**config.mk**
```make
export PLATFORM = sky130hd
export DESIGN_NAME = seq_sequencer
export DESIGN_NICKNAME = d
export VERILOG_FILES = /design/src/seq_pkg.sv /design/src/seq_sequencer.sv
export SDC_FILE = /design/constraint.sdc
export NUM_CORES = 1
export LEC_CHECK = 0
export ABC_CLOCK_PERIOD_IN_PS = 6000
export BUFFER_PORTS_ARGS = -buffer_cell sky130_fd_sc_hd__buf_2
export CAP_MARGIN = 5
export CORE_MARGIN = 1.5
export CORE_UTILIZATION = 61
export CTS_CLUSTER_SIZE = 40
export DETAILED_ROUTE_END_ITERATION = 10
export PLACE_DENSITY = 0.85
export SYNTH_ARGS = -nofsm -noshare
export SYNTH_HDL_FRONTEND = slang
export SYNTH_SLANG_ARGS = --single-unit
```
**constraint.sdc**
```tcl
create_clock -name mclk_in -period 6 [get_ports mclk_in]
set_input_delay 0.3 -clock mclk_in [delete_from_list [all_inputs] [get_ports mclk_in]]
set_output_delay 0.3 -clock mclk_in [all_outputs]
set_load 0.02 [all_outputs]
```
**src/seq_pkg.sv**
```systemverilog
package seq_pkg;

   // ------------------------------------------------------------
   // Widths
   // ------------------------------------------------------------
   localparam int PC_MAX_W = 13;
   localparam int PC_LOW_W = 8;
   localparam int PC_HI_MAX = 5;
   localparam int INSTR_W = 16;
   localparam int STK_IDX_W = 3;

   typedef logic [PC_MAX_W-1:0] seq_pc_t;
   typedef logic [INSTR_W-1:0] seq_instr_t;

   // ------------------------------------------------------------
   // Reset values and stack
   // ------------------------------------------------------------
   localparam seq_pc_t PC_RESET_VEC = 13'h0000;
   localparam seq_pc_t PC_FULL_MASK = 13'h1fff;
   localparam logic [3:0] STACK_DEPTH = 4'h8;
   localparam logic [STK_IDX_W-1:0] STK_IDX_TOP = 3'h0;

   // ------------------------------------------------------------
   // Register map (byte addresses)
   // ------------------------------------------------------------
   localparam logic [3:0] REG_PC_LOW_BYTE = 4'h0;
   localparam logic [3:0] REG_SEQ_STATUS = 4'h4;
   localparam int ST_EXEC_VALID_BIT = 0;
   localparam int ST_INT_WITHHELD_BIT = 1;
   localparam int ST_LOWB_PEND_BIT = 2;
   localparam int ST_PHASE_LSB = 4;

   // ------------------------------------------------------------
   // Phases and decoded operations
   // ------------------------------------------------------------
   typedef enum logic [1:0] {PH_T1, PH_T2, PH_T3, PH_T4} seq_phase_e;

   typedef enum logic [2:0] {
      OP_SEQ, OP_JUMP, OP_CALL, OP_SUB_RETURN, OP_INT_RETURN, OP_SKIP
   } seq_op_e;

   typedef struct packed {
      seq_op_e kind;
      logic cond_met;
      seq_pc_t target;
   } seq_dec_s;

   typedef struct packed {
      logic read;
      logic write;
      logic [3:0] address;
      logic [31:0] writedata;
   } seq_avs_req_s;

endpackage

```
**src/seq_sequencer.sv**
```systemverilog
`timescale 1ns/1ns
// How it works
// - Clock divided into four phases; one pass of four forms one instruction cycle.
// - Entering first phase the counter advances and the next word is fetched.
// - Next fetch overlaps current execution; plain instructions retire one per cycle.
// - Jumps and calls take their own cycle plus one dummy cycle.
// - Without a redirect the counter steps by one per instruction cycle.
// - Jump, call, interrupt entry and reset load the target straight into the counter.
// - A taken skip discards the prefetched word and runs a dummy cycle.
// - Counter upper part width is a build parameter of two to five bits.
// - Only the low counter byte is visible to software, read and write.
// - Writing the low byte jumps within the current 256-location page.
// - A low byte write inserts one dummy cycle for the new prefetch.
// - Return stack holds counter values only and is hidden from software.
// - Call or interrupt acknowledge pushes the counter onto the stack.
// - Subroutine or interrupt return pops the stack into the counter.
// - Reset sets the stack level index to the top of the stack.
// - With a full stack the interrupt stays requested but is not acknowledged.
// - Withheld interrupt is serviced once a return frees a stack level.
// - A call on a full stack still executes and overflows the stack.
module seq_sequencer
   import seq_pkg::*;
#(
   parameter int PC_HI_BITS = 5
) (
   input wire logic mclk_in,
   input wire logic rst_n_in,
   input wire seq_avs_req_s avs_req_in,
   output logic [31:0] avs_readdata_out,
   output logic avs_waitrequest_out,
   input wire seq_instr_t instr_in,
   input wire seq_dec_s dec_in,
   input wire logic int_req_in,
   input wire seq_pc_t int_vector_in,
   output seq_pc_t fetch_addr_out,
   output logic fetch_strobe_out,
   output logic [3:0] phase_out,
   output seq_instr_t exec_instr_out,
   output logic exec_valid_out,
   output logic int_ack_out
);

   // ------------------------------------------------------------
   // Counter width
   // ------------------------------------------------------------
   // Upper bits beyond the variant are forced to zero by masking
   localparam seq_pc_t PC_MASK = PC_FULL_MASK >> (PC_HI_MAX - PC_HI_BITS);

   function automatic logic [3:0] phase_onehot(input seq_phase_e ph);
      logic [3:0] oh;
      oh = 4'h0;
      oh[ph] = 1'b1;
      return oh;
   endfunction

   function automatic seq_pc_t pc_wrap(input seq_pc_t v);
      return v & PC_MASK;
   endfunction

   // ------------------------------------------------------------
   // Decode helpers
   // ------------------------------------------------------------
   function automatic logic is_branch(input seq_op_e k);
      return (k == OP_JUMP) || (k == OP_CALL);
   endfunction

   function automatic logic is_return(input seq_op_e k);
      return (k == OP_SUB_RETURN) || (k == OP_INT_RETURN);
   endfunction

   // ------------------------------------------------------------
   // State
   // ------------------------------------------------------------
   seq_phase_e phase_q;
   seq_phase_e phase_d;
   seq_pc_t pc_q;
   seq_pc_t fetch_addr_q;
   logic fetch_strobe_q;
   logic [3:0] phase_oh_q;
   seq_instr_t prefetch_q;
   seq_instr_t exec_instr_q;
   logic exec_valid_q;
   logic int_ack_q;
   seq_pc_t stk_q [8];
   logic [STK_IDX_W-1:0] stk_idx_q;
   logic [3:0] stk_cnt_q;
   logic lowb_pend_q;
   logic [PC_LOW_W-1:0] lowb_data_q;
   logic primed_q;
   logic waitreq_q;
   logic [31:0] rdata_q;

   logic stk_full;
   logic redirect;
   logic do_push;
   logic do_pop;
   logic take_int;
   logic take_lowb;
   seq_pc_t next_pc;
   seq_pc_t pop_val;
   logic bus_req;
   logic bus_wr_done;
   logic [31:0] rd_mux;

   assign stk_full = (stk_cnt_q == STACK_DEPTH);
   assign pop_val = stk_q[stk_idx_q - 3'h1];

   // ------------------------------------------------------------
   // Phase sequencing
   // ------------------------------------------------------------
   always_comb begin
      case (phase_q)
         PH_T1: phase_d = PH_T2;
         PH_T2: phase_d = PH_T3;
         PH_T3: phase_d = PH_T4;
         PH_T4: phase_d = PH_T1;
         default: phase_d = PH_T1;
      endcase
   end

   // Reset parks in the last phase so the first edge starts a fetch
   always_ff @(posedge mclk_in or negedge rst_n_in) begin
      if (!rst_n_in) begin
         phase_q <= PH_T4;
      end else begin
         phase_q <= phase_d;
      end
   end

   // One-hot copy keeps the phase output straight off a flip-flop
   always_ff @(posedge mclk_in or negedge rst_n_in) begin
      if (!rst_n_in) begin
         phase_oh_q <= 4'h8;
      end else begin
         phase_oh_q <= phase_onehot(phase_d);
      end
   end

   // ------------------------------------------------------------
   // Redirect decision, taken at the end of the last phase
   // ------------------------------------------------------------
   // Order: executing branch, then pending low byte write, then interrupt
   always_comb begin
      redirect = 1'b0;
      do_push = 1'b0;
      do_pop = 1'b0;
      take_int = 1'b0;
      take_lowb = 1'b0;
      next_pc = pc_q;
      if (phase_q == PH_T4) begin
         if (exec_valid_q && is_branch(dec_in.kind)) begin
            redirect = 1'b1;
            next_pc = pc_wrap(dec_in.target);
            do_push = (dec_in.kind == OP_CALL);
         end else if (exec_valid_q && is_return(dec_in.kind)) begin
            redirect = 1'b1;
            do_pop = 1'b1;
            next_pc = pc_wrap(pop_val);
         end else if (exec_valid_q && dec_in.kind == OP_SKIP && dec_in.cond_met) begin
            redirect = 1'b1;
         end else if (lowb_pend_q) begin
            redirect = 1'b1;
            take_lowb = 1'b1;
            next_pc = pc_wrap({pc_q[PC_MAX_W-1:PC_LOW_W], lowb_data_q});
         end else if (int_req_in && !stk_full) begin
            // A full stack holds the acknowledge back until a return pops
            redirect = 1'b1;
            take_int = 1'b1;
            do_push = 1'b1;
            next_pc = pc_wrap(int_vector_in);
         end
      end
   end

   // ------------------------------------------------------------
   // Program counter and fetch
   // ------------------------------------------------------------
   always_ff @(posedge mclk_in or negedge rst_n_in) begin
      if (!rst_n_in) begin
         pc_q <= PC_RESET_VEC;
      end else if (phase_q == PH_T4) begin
         pc_q <= pc_wrap(next_pc + 13'h0001);
      end
   end

   always_ff @(posedge mclk_in or negedge rst_n_in) begin
      if (!rst_n_in) begin
         fetch_addr_q <= PC_RESET_VEC;
      end else if (phase_q == PH_T4) begin
         fetch_addr_q <= next_pc;
      end
   end

   always_ff @(posedge mclk_in or negedge rst_n_in) begin
      if (!rst_n_in) begin
         fetch_strobe_q <= 1'b0;
      end else begin
         fetch_strobe_q <= (phase_q == PH_T4);
      end
   end

   // ------------------------------------------------------------
   // Pipeline registers
   // ------------------------------------------------------------
   // Fetched word arrives in the second phase while the older one executes
   always_ff @(posedge mclk_in or negedge rst_n_in) begin
      if (!rst_n_in) begin
         prefetch_q <= 16'h0000;
      end else if (phase_q == PH_T2) begin
         prefetch_q <= instr_in;
      end
   end

   always_ff @(posedge mclk_in or negedge rst_n_in) begin
      if (!rst_n_in) begin
         exec_instr_q <= 16'h0000;
      end else if (phase_q == PH_T4) begin
         exec_instr_q <= prefetch_q;
      end
   end

   // Any redirect throws the prefetched word away
   always_ff @(posedge mclk_in or negedge rst_n_in) begin
      if (!rst_n_in) begin
         exec_valid_q <= 1'b0;
      end else if (phase_q == PH_T4) begin
         exec_valid_q <= primed_q && !redirect;
      end
   end

   // No word was fetched before reset, so the first cycle is a dummy
   always_ff @(posedge mclk_in or negedge rst_n_in) begin
      if (!rst_n_in) begin
         primed_q <= 1'b0;
      end else if (phase_q == PH_T4) begin
         primed_q <= 1'b1;
      end
   end

   always_ff @(posedge mclk_in or negedge rst_n_in) begin
      if (!rst_n_in) begin
         int_ack_q <= 1'b0;
      end else begin
         int_ack_q <= take_int;
      end
   end

   // ------------------------------------------------------------
   // Return stack
   // ------------------------------------------------------------
   // The return address is the discarded prefetch address
   generate
      for (genvar i = 0; i < 8; i++) begin : g_stk
         always_ff @(posedge mclk_in or negedge rst_n_in) begin
            if (!rst_n_in) begin
               stk_q[i] <= PC_RESET_VEC;
            end else if (do_push && stk_idx_q == STK_IDX_W'(i)) begin
               stk_q[i] <= fetch_addr_q;
            end
         end
      end
   endgenerate

   always_ff @(posedge mclk_in or negedge rst_n_in) begin
      if (!rst_n_in) begin
         stk_idx_q <= STK_IDX_TOP;
      end else if (do_push) begin
         // Index wraps so the oldest entry is lost on overflow
         stk_idx_q <= stk_idx_q + 3'h1;
      end else if (do_pop) begin
         stk_idx_q <= stk_idx_q - 3'h1;
      end
   end

   // Count saturates at the depth; it only gates interrupt entry
   always_ff @(posedge mclk_in or negedge rst_n_in) begin
      if (!rst_n_in) begin
         stk_cnt_q <= 4'h0;
      end else if (do_push && !stk_full) begin
         stk_cnt_q <= stk_cnt_q + 4'h1;
      end else if (do_pop && stk_cnt_q != 4'h0) begin
         stk_cnt_q <= stk_cnt_q - 4'h1;
      end
   end

   // ------------------------------------------------------------
   // Avalon-MM slave
   // ------------------------------------------------------------
   // One wait cycle per access; data and effect land on the answer edge
   assign bus_req = avs_req_in.read || avs_req_in.write;
   assign bus_wr_done = avs_req_in.write && !waitreq_q &&
                        (avs_req_in.address == REG_PC_LOW_BYTE);

   always_comb begin
      rd_mux = 32'h0000_0000;
      case (avs_req_in.address)
         REG_PC_LOW_BYTE: rd_mux[PC_LOW_W-1:0] = pc_q[PC_LOW_W-1:0];
         REG_SEQ_STATUS: begin
            // Stack contents and index stay hidden
            rd_mux[ST_EXEC_VALID_BIT] = exec_valid_q;
            rd_mux[ST_INT_WITHHELD_BIT] = int_req_in && stk_full;
            rd_mux[ST_LOWB_PEND_BIT] = lowb_pend_q;
            rd_mux[ST_PHASE_LSB +: 4] = phase_oh_q;
         end
         default: rd_mux = 32'h0000_0000;
      endcase
   end

   always_ff @(posedge mclk_in or negedge rst_n_in) begin
      if (!rst_n_in) begin
         waitreq_q <= 1'b1;
      end else begin
         waitreq_q <= !(bus_req && waitreq_q);
      end
   end

   // ------------------------------------------------------------
   // Read data and low byte write
   // ------------------------------------------------------------
   // Read data is caught at the taking edge and stands until the next read
   always_ff @(posedge mclk_in or negedge rst_n_in) begin
      if (!rst_n_in) begin
         rdata_q <= 32'h0000_0000;
      end else if (avs_req_in.read && waitreq_q) begin
         rdata_q <= rd_mux;
      end
   end

   // A new write in the cycle a pending one is consumed keeps it pending
   always_ff @(posedge mclk_in or negedge rst_n_in) begin
      if (!rst_n_in) begin
         lowb_pend_q <= 1'b0;
      end else if (bus_wr_done) begin
         lowb_pend_q <= 1'b1;
      end else if (take_lowb) begin
         lowb_pend_q <= 1'b0;
      end
   end

   always_ff @(posedge mclk_in or negedge rst_n_in) begin
      if (!rst_n_in) begin
         lowb_data_q <= 8'h00;
      end else if (bus_wr_done) begin
         lowb_data_q <= avs_req_in.writedata[PC_LOW_W-1:0];
      end
   end

   // ------------------------------------------------------------
   // Outputs
   // ------------------------------------------------------------
   assign avs_readdata_out = rdata_q;
   assign avs_waitrequest_out = waitreq_q;
   assign fetch_addr_out = fetch_addr_q;
   assign fetch_strobe_out = fetch_strobe_q;
   assign phase_out = phase_oh_q;
   assign exec_instr_out = exec_instr_q;
   assign exec_valid_out = exec_valid_q;
   assign int_ack_out = int_ack_q;

endmodule

```
== After elaboration in Yosys (flattened, before gate mapping) ==
Index checks and enable logic that the tools add are counted.
Storage, ports and cells
  input bits: 87
  output and inout bits: 69
  word-level logic and storage cells: 128
  flip-flop bits (word level): 197
Operators by class
  order comparisons: 3
  reductions and logical operators: 36
  multiplexer cells: 42
  equality and inequality tests: 17
  add/subtract/negate cells: 5
  bitwise logic cells: 1
Operators by type and width (count)
  $mux W13: 8
  $bmux W13 S3: 1
  $mux W1: 25
  $logic_and A1 B1 Y1: 22
  $eq A3 B3 Y1 const B: 6
  $add A13 B1 Y13 const B: 1
  $eq A3 B2 Y1 const B: 4
  $mux W4: 2
  $pmux W2 S4: 1
  $pmux W4 S2: 1
  $eq A3 B1 Y1 const B: 2
  $mux W3: 2
  $pmux W3 S2: 1
  $reduce_bool A2 Y1: 3
  $add A4 B1 Y4 const B: 1
  $eq A2 B2 Y1 const B: 2
  $eq A4 B3 Y1 const B: 1
  $eq A4 B4 Y1 const B: 1
  $ge A4 B4 Y1 const B: 1
  $logic_not A1 Y1: 4
  $logic_not A4 Y1: 1
  $not A3 Y4: 1
  $reduce_bool A4 Y1: 1
  $sub A4 B1 Y4 const B: 1
  9 further kinds: 11

== Longest topological paths before layout ==
Gate-level depths: netlist of the first run.
  word-level depth: 11
  depth in mapped cells: 16
  depth with buffers taken out: 12

== Worst setup path before layout of the first run ==
No wires, ideal clock.
  path type: reg-to-reg
  from: reg stk_idx_q[0]
  to: reg pc_q[12]
  cell stages (with the launch flop): 14
  clock period less this slack: 3.681 ns
  setup slack: 2.319 ns
  required time: 5.872 ns
  data arrival time: 3.553 ns
  path through: dfrtp_1 > buf_6 > buf_4 > buf_6 > inv_1 > ha_1 > xor2_2 > mux4_2 > and2_1 > a311o_1 > a22oi_1 > nand4_1 > nor4_1 > mux2_1
Between the ends
  longest elaborated chain between the ends: 9
Ends and longest elaborated chain
  start, declared: RTL line seq_sequencer.sv:85  | logic [STK_IDX_W-1:0] stk_idx_q;
  start signal, assigned: RTL line seq_sequencer.sv:269  | stk_idx_q <= stk_idx_q + 3'h1;
  start signal, assigned: RTL line seq_sequencer.sv:271  | stk_idx_q <= stk_idx_q - 3'h1;
  $sub A3 B1 Y3: RTL line seq_sequencer.sv:106  | assign pop_val = stk_q[stk_idx_q - 3'h1];
  $not A3 Y4 (not written as such): RTL line seq_sequencer.sv:106
  $bmux W13 S3: RTL line seq_sequencer.sv:106
  $mux W13 (not written as such) (2 in series): RTL line seq_sequencer.sv:106
  $mux W13: RTL line seq_sequencer.sv:155  | end else if (exec_valid_q && is_return(dec_in.kind)) begin
  $mux W13: RTL line seq_sequencer.sv:151  | if (exec_valid_q && is_branch(dec_in.kind)) begin
  $mux W13: RTL line seq_sequencer.sv:150  | if (phase_q == PH_T4) begin
  $add A13 B1 Y13: RTL line seq_sequencer.sv:182  | pc_q <= pc_wrap(next_pc + 13'h0001);
  end signal, assigned: RTL line seq_sequencer.sv:182
  end, declared: RTL line seq_sequencer.sv:76  | seq_pc_t pc_q;
No other way between the ends. The select of a mux whose other input is x is not followed.
A chain may end at the register's enable or synchronous reset.

== Final worst setup path of the first run ==
  from: reg phase_q[0]
  to: reg pc_q[12]
Between the ends
  longest elaborated chain between the ends: 3
Ends and longest elaborated chain
  start, declared: RTL line seq_sequencer.sv:74  | seq_phase_e phase_q;
  start signal, assigned: RTL line seq_sequencer.sv:126  | phase_q <= phase_d;
  $eq A2 B2 Y1 *: RTL line seq_sequencer.sv:150, seq_sequencer.sv:181
  $mux W13: RTL line seq_sequencer.sv:150
  $add A13 B1 Y13: RTL line seq_sequencer.sv:182
Every way passes the cells marked *; elsewhere a longest branch is shown, timed or not.

==> metrics.txt, run 1 <==
Final Instance Area=around 11000 um^2; fmax=242 MHz; post_cts resized=0; Top Usage Layer GRT=met2; clock latency on the worst-skew pair=~440 ps; Port Buf Inserts=between 100 and 150; Setup Skew=12.0 ps; Post-Syn Instances=825; io pins=about 160; postcts setup bufs=0; CTS Buf Count=17; slowest cell delay on critical path=approximately 700 ps; Tot GR Track Use=between 20 and 30%; pre-CTS setup slack=1960 ps; drt drc=0; maximum clock path buffer count=2; die width=128 um; r2r setup slk=approximately 1900 ps; RR Startpoint=phase_q[0]; met2 usage=a little under half; class of the worst hold path=input port to async pin; worst setup margin=approximately 1900 ps; synth unique cells=67; Vias=around 7000; Initial Util=a little over three fifths; async set-or-reset flop fraction in the synthesized netlist=between 90% and 100%; vias per cell=6.23; Core Rows=45; Worst Setup Path Type=flop to flop; status=complete, but fails checks; Clock transition at path regs=about 80 ps; DP Area=roughly 10000 um^2; critical path's slowest cell=clkinv_1; top post-synthesis cells by area=dfrtp_1 (51%), mux2_2 (11%), o21ai_0 (4.8%); Placer Congestion=about 0.93; Leakage Power=a little under 5 nW; post-synthesis sequential area ratio=around half; CTS tree=done; cell-by-cell trace of the critical path=ha_2 -> clkinv_1 -> a311oi_1 -> o221ai_1 -> o21ai_1 -> nand4_1 -> nor4_1 -> mux2_1; Slew headroom=approximately a third; remaining antenna violation count=0; # setup viols final=0; EDFF count, synth=0; DP HPWL=15100 um; routed len/inst=20.1 um; # fillers=~1100; Root Driver=clkbuf_16; final hold vios=21; R2R Path End=pc_q[12]; M3 GR Usage=around 6.5%; total power=roughly 4.8 mW; Setup TNS Final=0 ps; clk sinks=196; Final Cycle Share=between 60% and 70%; CP Max Fanout=32; Post-synth top cells=dfrtp_1 (192), nand2_1 (107), mux2_2 (92); count leader, synth=dfrtp_1; largest net degree at the start of global routing=122; minimum clock period=between 4000 and 5000 ps; drt pass-1 iters=5; P_sw=approximately 1.8 mW; Max Slew Vio Count=0; DRT Wirelength=about 22000 um; grt total ovfl=0; Post-Place Cells=1076; switching share of total power=36.5%; Synth top area share=roughly 51%; initial antenna violation count=0; crit end category=flop; met1 usage=between 30% and 40%; Critical Path AT=about 4400 ps; prevailing post-synth register cell=dfrtp_1; PwrDens=roughly 450 nW/um^2; n_diodes=0; Sequential Power Share=between 40% and 50%; area delta synth->final=11.4%; DRT iter0 DRCs=just under 800; fin cells=approximately 1100; CP Buf/Inv Count=1; Final Util=a little over two thirds; Gate power share=between 30% and 40%; Max VDD drop=a little over 0.3 mV; Max-cap violations=0; Critical Path RT=~6300 ps; core area=15200 um^2; area leader, netlist=dfrtp_1; Worst-Margin Slew=slightly above 1000 ps; FF-to-FF path depth=8; vias in the first global route=6994; Final nets=slightly above 1000; DIE HEIGHT=128 um; yosys warns=0; layout cells sized above 1=30.0%; unrepaired setup endpoints after global routing=false; first-pass GRT wire length=roughly 36000 um; Top Family by Delay on Critical Path=compound AO/OA/AOI/OAI gates; failing checks=hold timing; H-tree Lvls=4; Clock power frac=23.7%; Avg Synthesized Cell Area=about 12 um^2; Post-CTS Hold Fix Bufs=0; worst hold slack=-37.9 ps; critical path launch point type=flop; Mapped Area=approximately 9500 um^2; Internal=3.06 mW; die area=16300 um^2; Seq cells post-synth=196
==> worst register-to-register path, stage by stage (launching register included) <==
cell,delay (ps)
dfstp_2,570
ha_2,690
clkinv_1,710
a311oi_1,470
o221ai_1,380
o21ai_1,290
nand4_1,220
nor4_1,330
mux2_1,350
==> sequential cells by signal, indices dropped and copies added (netlist names) <==
register             flops
stk_q                  104
exec_instr_out          16
prefetch_q              16
fetch_addr_out          13
pc_q                    13
avs_readdata_out         8
lowb_data_q              8
phase_out                4
stk_cnt_q                4
stk_idx_q                3
phase_q                  2
avs_waitrequest_out      1
exec_valid_out           1
int_ack_out              1
lowb_pend_q              1
primed_q                 1
==> cells by family (layout without fill, tap and decap cells) <==
group	count (synthesis)	count (layout)	share of synthesized area (%)
flops	196	196	51.7
simple gates	193	193	9.41
compound gates	176	176	11.5
mux	132	132	18.4
buf+inv	99	171	5.58
fa+ha+maj	16	16	2.19
xor+xnor	12	12	1.18
other cells	1	24	0.0395
==> worst max-delay path by stage <==
stage / cells after the start / slack (ps) / startpoint / endpoint
finish: 8 / 1870 / phase_q[0] / pc_q[12]
detailed placement: 8 / 1960 / phase_q[0] / pc_q[12]
global placement: 8 / 2070 / phase_q[0] / pc_q[12]
floorplan: 13 / 2320 / stk_idx_q[0] / pc_q[12]
global route: 8 / 1630 / phase_q[0] / pc_q[12]
CTS: 8 / 1940 / phase_q[0] / pc_q[12]
==> layout by cell type, fill, tap and decap left out, types with 5 or more instances in the layout <==
cell type    n
a21oi_1     19
conb_1      24
clkinv_4     5
mux2_2      92
nand3_1     11
nor3_1      14
mux4_2      20
inv_1       23
dfrtp_1    191
o221ai_1     7
nand2_1    107
nor2_1      23
a22oi_1     10
o21ai_0     91
clkbuf_16   17
ha_1        14
mux2i_1     15
a211oi_1     9
a311oi_1     5
xnor2_1      9
buf_4        7
buf_2      106
and3_1       6
==> layer usage <==
metal / share of wire, % / up-vias
met5: 0 / -
met4: 3.2 / 0
met3: 7.2 / 59
met2: 49 / 335
met1: 40 / 3445
li1: - / 3069
==> power groups by stage <==
stage                     Combinational, mW  Sequential (mW)  Clock (mW)
after floorplan                        1.15             2.04           0
after global placement                 1.50             2.05           0
after detailed placement               1.58             2.08           0
after CTS                              1.59             2.07        1.15
after global routing                   1.74             2.13        1.21
final                                  1.59             2.08        1.14
==> cell type report <==
type,count,area (um^2),area share [%]
clock buffer,17,425,4.02
clock inverter,15,173,1.63
inverter,25,93.8,0.886
multi-input combinational,553,4150,39.2
sequential,196,4910,46.4
tap,188,235,2.22
timing repair buffer,114,597,5.64
Note: power is estimated with default switching activity, not from simulation.
==> run 2: changes to the inputs <==
--- a/config.mk
+++ b/config.mk
@@ -5,14 +5,15 @@
 export SDC_FILE = /design/constraint.sdc
 export NUM_CORES = 1
 export LEC_CHECK = 0
-export ABC_CLOCK_PERIOD_IN_PS = 6000
+export ABC_AREA = 1
+export ABC_CLOCK_PERIOD_IN_PS = 3420
 export BUFFER_PORTS_ARGS = -buffer_cell sky130_fd_sc_hd__buf_2
 export CAP_MARGIN = 5
 export CORE_MARGIN = 1.5
-export CORE_UTILIZATION = 61
+export CORE_UTILIZATION = 52
 export CTS_CLUSTER_SIZE = 40
 export DETAILED_ROUTE_END_ITERATION = 10
-export PLACE_DENSITY = 0.85
+export PLACE_DENSITY = 0.77
 export SYNTH_ARGS = -nofsm -noshare
 export SYNTH_HDL_FRONTEND = slang
 export SYNTH_SLANG_ARGS = --single-unit
==> constraint.sdc (replaced) <==
create_clock -name mclk_in -period 3.42 [get_ports mclk_in]
set_input_delay 0.171 -clock mclk_in [delete_from_list [all_inputs] [get_ports mclk_in]]
set_output_delay 0.171 -clock mclk_in [all_outputs]
set_load 0.02 [all_outputs]
==> metrics.txt, run 2 <==
Port Buf Inserts=107 (unchanged); Critical Path AT=3380 ps (-1060 ps); postcts setup bufs=0 (unchanged); Critical Path End=pc_q[10]; Critical path origin=stk_idx_q[0]; largest net degree at the start of global routing=106 (-13%); Biggest register=stk_q; r2r setup slk=360 ps (-1510 ps); Synth top area share=49.3% (-1.2 points); commonest non-fill, non-tap cell in the layout=nand2_1; DR WL met2=12000 um (+8.5%); critical path launch point type=flop; Tot GR Track Use=26.3% (-2.4 points); RR Startpoint=stk_idx_q[0]; maximum clock path buffer count=2 (unchanged); DIE HEIGHT=140 um (+9.4%); DR top layer=met4; Slew headroom=39.4% (+6.6 points); Sequential Power Share=40.0% (-3.2 points); Max-cap violations=0 (unchanged); P_sw=3.60 mW (+100%); n_diodes=0 (unchanged); async set-or-reset flop fraction in the synthesized netlist=100% (unchanged); Seq cells post-synth=196 (unchanged); PwrDens=792 nW/um^2 (+74%); Core Rows=49 (+8.9%); drt pass-1 iters=9 (+4); die area=19600 um^2 (+20%); wl on met1=10300 um (+14%); hold wc startpoint=int_req_in; Initial Util=53.7% (-8.8 points); Setup Skew=7.07 ps (-4.96 ps); routed len/inst=16.1 um (-20%); initial antenna violation count=0 (unchanged); final hold vios=0 (-100%); Worst-Margin Slew=909 ps (-96.5 ps); CTS tree=done; clk sinks=196 (unchanged); WL met3=1900 um (+18%); DP HPWL=16100 um (+6.9%); Final Cycle Share=89.3% (+21 points); layout cells sized above 1=15.5% (-15 points); Vias=8348 (+21%); class of the worst hold path=input port to flop; grt total ovfl=0 (unchanged); yosys warns=0 (unchanged); Max VDD drop=0.455 mV (+51%); DRT Wirelength=24700 um (+10%); Synth Area in Adders=2.13% (-0.053 points); area delta synth->final=13.7%; Post-Syn Instances=1186 (+44%); prevailing post-synth register cell=dfrtp_1; Largest register FFs=104 (unchanged); fmax=327 MHz (+35%); vias per cell=5.44 (-13%); critical path's slowest cell=dfrtp_1; Max Slew Vio Count=0 (unchanged); most frequent cells in the layout=nand2_1 (387), dfrtp_1 (192), o21ai_0 (160); vias in the first global route=8068 (+15%); unrepaired setup endpoints after global routing=false; Clock transition at path regs=70 ps (about the same); switching share of total power=41.0% (+4.5 points); Final nets=1396 (+38%); crit end category=flop; Placer Congestion=0.957 (+2.5%); Avg Synthesized Cell Area=8.21 um^2 (-29%); Critical Path RT=3740 ps (-2580 ps); cell-by-cell trace of the critical path=inv_4 -> ha_1 -> inv_1 -> nand2_4 -> nand2_4 -> inv_2 -> nand3_1 -> nand3_1 -> nand2_1 -> nand2_1 -> nand3_1 -> nor2_1 -> inv_1 -> ha_1 -> nand2_1 -> nor2_4 -> nand2_2 -> nor2_1 -> nand2_1 -> nand3_1; synth unique cells=44 (-34%); EDFF count, synth=0 (unchanged); DRT iter0 DRCs=814 (+3.6%); clock latency on the worst-skew pair=440 ps (about the same); Synth Area in Simple Gates=26.6% (+17 points); minimum clock period=3060 ps (-1070 ps); critical path depth=20 (+12); FF-to-FF path depth=20 (+12); R2R Path End=pc_q[10]; H-tree Lvls=4 (unchanged); area leader, netlist=dfrtp_1; CTS Buf Count=17 (unchanged); core area=18100 um^2 (+19%); remaining antenna violation count=0 (unchanged); Compound-Gate Fraction of Synth Area=10.6% (-0.93 points); failing checks=DRC; top post-synthesis cells by area=dfrtp_1 (49%), nand2_1 (15%), o21ai_0 (8.2%); Mapped Area=9740 um^2 (+2.5%); # setup viols final=0 (unchanged); CP Buf/Inv Count=4 (+3); die width=140 um (+9.4%); Top Family by Delay on Critical Path=simple AND/OR/NAND/NOR gates; Post-synth top cells=nand2_1 (387), dfrtp_1 (192), o21ai_0 (160); CP Max Fanout=26 (-19%); status=complete, but fails checks; first-pass GRT wire length=40600 um (+13%); DP Area=10200 um^2 (+2.6%); post-synthesis sequential area ratio=50.4% (-1.3 points); main combinational cell family by area after synthesis=simple AND/OR/NAND/NOR gates; Clock power frac=21.8% (-1.9 points); Final Instance Area=11100 um^2 (+4.6%); Worst Setup Path Type=flop to flop; slowest cell delay on critical path=410 ps (-290 ps); Gate power share=38.2% (+5.1 points); drt drc=3 (+3); io pins=156 (unchanged); mux cell area share after synthesis=0.719% (-18 points); Setup TNS Final=0 ps (unchanged); Root Driver=clkbuf_16; count leader, synth=nand2_1; Internal=5.17 mW (+69%); Leakage Power=5.59 nW (+15%); post-synthesis xor/xnor area fraction=0.539% (-0.65 points)
==> run 2: cell types whose count changed in the layout (fill, tap and decap cells not counted), moves of 10 or more <==
| cell | change |
|---|---|
| a22oi_1 | -10 |
| dlygate4sd3_1 | +27 |
| inv_1 | +65 |
| mux2_2 | -88 |
| mux2i_1 | -14 |
| mux4_2 | -20 |
| nand2_1 | +280 |
| nand3_1 | +99 |
| nor2_1 | +17 |
| nor3_1 | -14 |
| o21ai_0 | +69 |
==> run 2: area by class of cell <==
type                    instances  area [um^2]
multi-input cells             836         4040
repair buffers                146          917
well taps                     229          287
clock buffers                  21          450
clock inverters                11          105
flip-flops and latches        196         4910
inverters                      96          368
fillers                      1536         7080
==> run 2: worst min-delay path by stage <==
stage | end | slack [ps] | cells after the start
2_1_floorplan | avs_readdata_out[0] | -120 | 0
6_report | avs_readdata_out[1] | 70 | 3
5_1_grt | avs_readdata_out[1] | 80 | 3
3_5_place_dp | stk_q[57] | 330 | 1
4_1_cts | lowb_data_q[6] | 3 | 3
3_3_place_gp | stk_q[57] | 330 | 1
==> run 2: layer usage <==
layer  global-route usage (%)  up-vias
li1                         -     3987
met1                     34.1     4010
met2                     43.3      294
met3                     6.88       57
met4                     8.59        0
met5                        0        -
==> run 2: kinds of logic (layout without fill, tap and decap cells) <==
family,after synthesis,count (layout)
other,1,24
adder cells (fa/ha/maj),16,16
buffers and inverters,177,274
AO/OA/AOI/OAI,195,195
XOR/XNOR,6,6
AND/OR/NAND/NOR,589,589
flip-flops,196,196
multiplexers,6,6
==> run 2: worst min-delay path, stage by stage <==
cell and delay [ps]:
buf_2 130, nand3_1 90, a31oi_1 90
==> run 2: power by group through the flow <==
stage	clock (mW)	sequential, mW	combinational (mW)
6_report	1.92	3.51	3.35
5_1_grt	2.04	3.59	3.79
4_1_cts	1.93	3.50	3.33
3_5_place_dp	0	3.53	3.28
3_3_place_gp	0	3.50	3.19
2_1_floorplan	0	3.54	2.40
==> run 2: through the flow <==
step / power (mW) / util [%] / hold slack, ps / setup WS (ps) / instances
5_1_grt: 9.42 / 61.0 / 76.3 / 123 / 1535
2_1_floorplan: 5.94 / - / -125 / 585 / 1209
3_5_place_dp: 6.80 / 56.5 / 327 / 391 / 1476
4_1_cts: 8.76 / 61.0 / 3.06 / 373 / 1534
6_report: 8.77 / 61.0 / 66.7 / 364 / 1535
3_3_place_gp: 6.69 / 56.5 / 327 / 441 / 1476
==> run 2: timing repair <==
action	CTS	global route
gates resized for setup	0	0
endpoints found under the setup margin	0	0
hold buffers	26	1
endpoints found under the hold margin	126	1
==> run 3: changes to the inputs <==
--- a/config.mk
+++ b/config.mk
@@ -9,6 +9,7 @@
 export ABC_CLOCK_PERIOD_IN_PS = 3420
 export BUFFER_PORTS_ARGS = -buffer_cell sky130_fd_sc_hd__buf_2
 export CAP_MARGIN = 5
+export CORE_ASPECT_RATIO = 1.25
 export CORE_MARGIN = 1.5
 export CORE_UTILIZATION = 52
 export CTS_CLUSTER_SIZE = 40
==> metrics.txt, run 3 (synthesis results as in run 2) <==
status=finished clean; vias per cell=5.36 (-1.4%); largest net degree at the start of global routing=112 (+5.7%); core area=18200 um^2 (+0.49%); Clock power frac=22.5% (+0.7 points); critical path's slowest cell=ha_1; H-tree Lvls=4 (unchanged); switching share of total power=41.6% (+0.57 points); CTS tree=done; Final Cycle Share=89.2% (-0.17 points); n_diodes=0 (unchanged); Worst Setup Path Type=flop to flop; CP Max Fanout=17 (-35%); final hold vios=0 (unchanged); Max VDD drop=0.418 mV (-8.1%); Internal=5.12 mW (-1.0%); postcts setup bufs=0 (unchanged); commonest non-fill, non-tap cell in the layout=nand2_1; fmax=328 MHz (+0.19%); DIE HEIGHT=156 um (+12%); cell mode on critical path=nand3_1; drt drc=0 (-3); minimum clock period=3050 ps (-5.83 ps); # fillers=1499 (-2.4%); Setup Skew=12.5 ps (+5.45 ps); DR WL met2=11900 um (-0.69%); critical path launch point type=flop; Largest register FFs=104 (unchanged); first-pass GRT wire length=39600 um (-2.4%); WL met3=1620 um (-15%); Final nets=1396 (unchanged); Slew headroom=39.4% (about the same); vias in the first global route=7806 (-3.2%); Max-cap violations=0 (unchanged); CTS Buf Count=17 (unchanged); unrepaired setup endpoints after global routing=false; Final Util=60.8% (-0.17 points); Core Rows=55 (+12%); worst hold slack=15.5 ps (-51.2 ps); Gate power share=37.4% (-0.8 points); Sequential Power Share=40.1% (about the same); die width=125 um (-10%); remaining antenna violation count=0 (unchanged); Biggest register=stk_q; class of the worst hold path=input port to flop; Worst-Margin Slew=910 ps (+0.355 ps); clk sinks=196 (unchanged); DR top layer=met4; cell-by-cell trace of the critical path=inv_1 -> ha_1 -> inv_2 -> nand3_1 -> nand3_1 -> nand3_1 -> nand2_1 -> nand2_1 -> nand3_1 -> nor2_1 -> inv_1 -> ha_1 -> nand2_1 -> nor2_4 -> nand2_2 -> nor2_1 -> nand2_1 -> nand3_1; Initial Util=53.4% (-0.26 points); grt total ovfl=0 (unchanged); DP HPWL=15700 um (-2.6%); # setup viols final=0 (unchanged); maximum clock path buffer count=2 (unchanged); PwrDens=790 nW/um^2 (-0.25%); Leakage Power=5.61 nW (+0.39%); io pins=156 (unchanged); Placer Congestion=0.916 (-4.3%); Critical Path RT=3750 ps (about the same); die area=19600 um^2 (about the same); area delta synth->final=13.9%; DRT iter0 DRCs=624 (-23%); Critical Path AT=3380 ps (about the same); DRT Wirelength=24300 um (-1.6%); slowest cell delay on critical path=560 ps (+150 ps); clock latency on the worst-skew pair=450 ps (about the same); drt pass-1 iters=5 (-4); Port Buf Inserts=107 (unchanged); initial antenna violation count=0 (unchanged); Clock transition at path regs=80 ps (about the same); most frequent cells in the layout=nand2_1 (387), dfrtp_1 (192), o21ai_0 (160); Setup TNS Final=0 ps (unchanged); Tot GR Track Use=25.6% (-0.74 points); routed len/inst=15.8 um (-1.5%); wl on met1=10200 um (-1.2%); Root Driver=clkbuf_16; P_sw=3.65 mW (+1.3%); crit end category=flop; total power=8.77 mW (about the same); Vias=8223 (-1.5%); Max Slew Vio Count=0 (unchanged); layout cells sized above 1=15.7% (+0.23 points)
==> run 3: worst max-delay path, delay by kind of cell, from the launching register on <==
kind | cells | cell delay [ps]
flip-flops | 1 | 380
AND/OR/NAND/NOR | 13 | 1300
adder cells (fa/ha/maj) | 2 | 810
buffers and inverters | 3 | 430
==> run 3: final timing paths <==
kind | from | endpoint | slack, ps | depth (start not counted)
worst max-delay path | stk_idx_q[1] | pc_q[10] | 370 | 18
worst min-delay path | int_req_in | avs_readdata_out[1] | 20 | 3
worst max register to register | stk_idx_q[1] | pc_q[10] | 370 | 18
worst min register to register | avs_readdata_out[3] | avs_readdata_out[3] | 480 | 2
max in group asynchronous | rst_n_in | avs_waitrequest_out | 2050 | 3
min in group asynchronous | rst_n_in | stk_q[50] | 440 | 2
==> run 3: layout make-up <==
type | instances | area (um^2) | share of cell area (%)
sequential | 196 | 4910 | 44.2
multi-input combinational | 836 | 4040 | 36.4
timing repair buffer | 146 | 917 | 8.27
clock buffer | 17 | 425 | 3.83
inverter | 96 | 368 | 3.32
tap | 228 | 285 | 2.57
clock inverter | 15 | 155 | 1.40
==> run 3: per-layer routing <==
metal / vias up / track usage (%)
li1: 3982 / -
met1: 3911 / 32.9
met2: 290 / 42.7
met3: 40 / 5.45
met4: 0 / 9.58
met5: - / 0
==> run 3: stage by stage <==
| stage | std cells | setup slack (ps) | cell area [um^2] |
|---|---|---|---|
| floorplan | 1209 | 585 | 9830 |
| global placement | 1475 | 465 | 10200 |
| detailed placement | 1475 | 417 | 10200 |
| CTS | 1534 | 394 | 11100 |
| global route | 1534 | 136 | 11100 |
| finish | 1534 | 370 | 11100 |
==> run 3: what timing repair did <==
item / 4_1_cts / 5_1_grt
gates resized for setup: 0 / 0
hold endpoints to repair: 134 / 0
hold buffers: 27 / 0
==> run 3: power by group through the flow <==
stage	clock network, mW	registers [mW]	logic, mW
floorplan	0	3.54	2.40
global placement	0	3.51	3.16
detailed placement	0	3.53	3.24
CTS	1.99	3.50	3.28
global route	2.08	3.60	3.70
finish	1.97	3.51	3.28
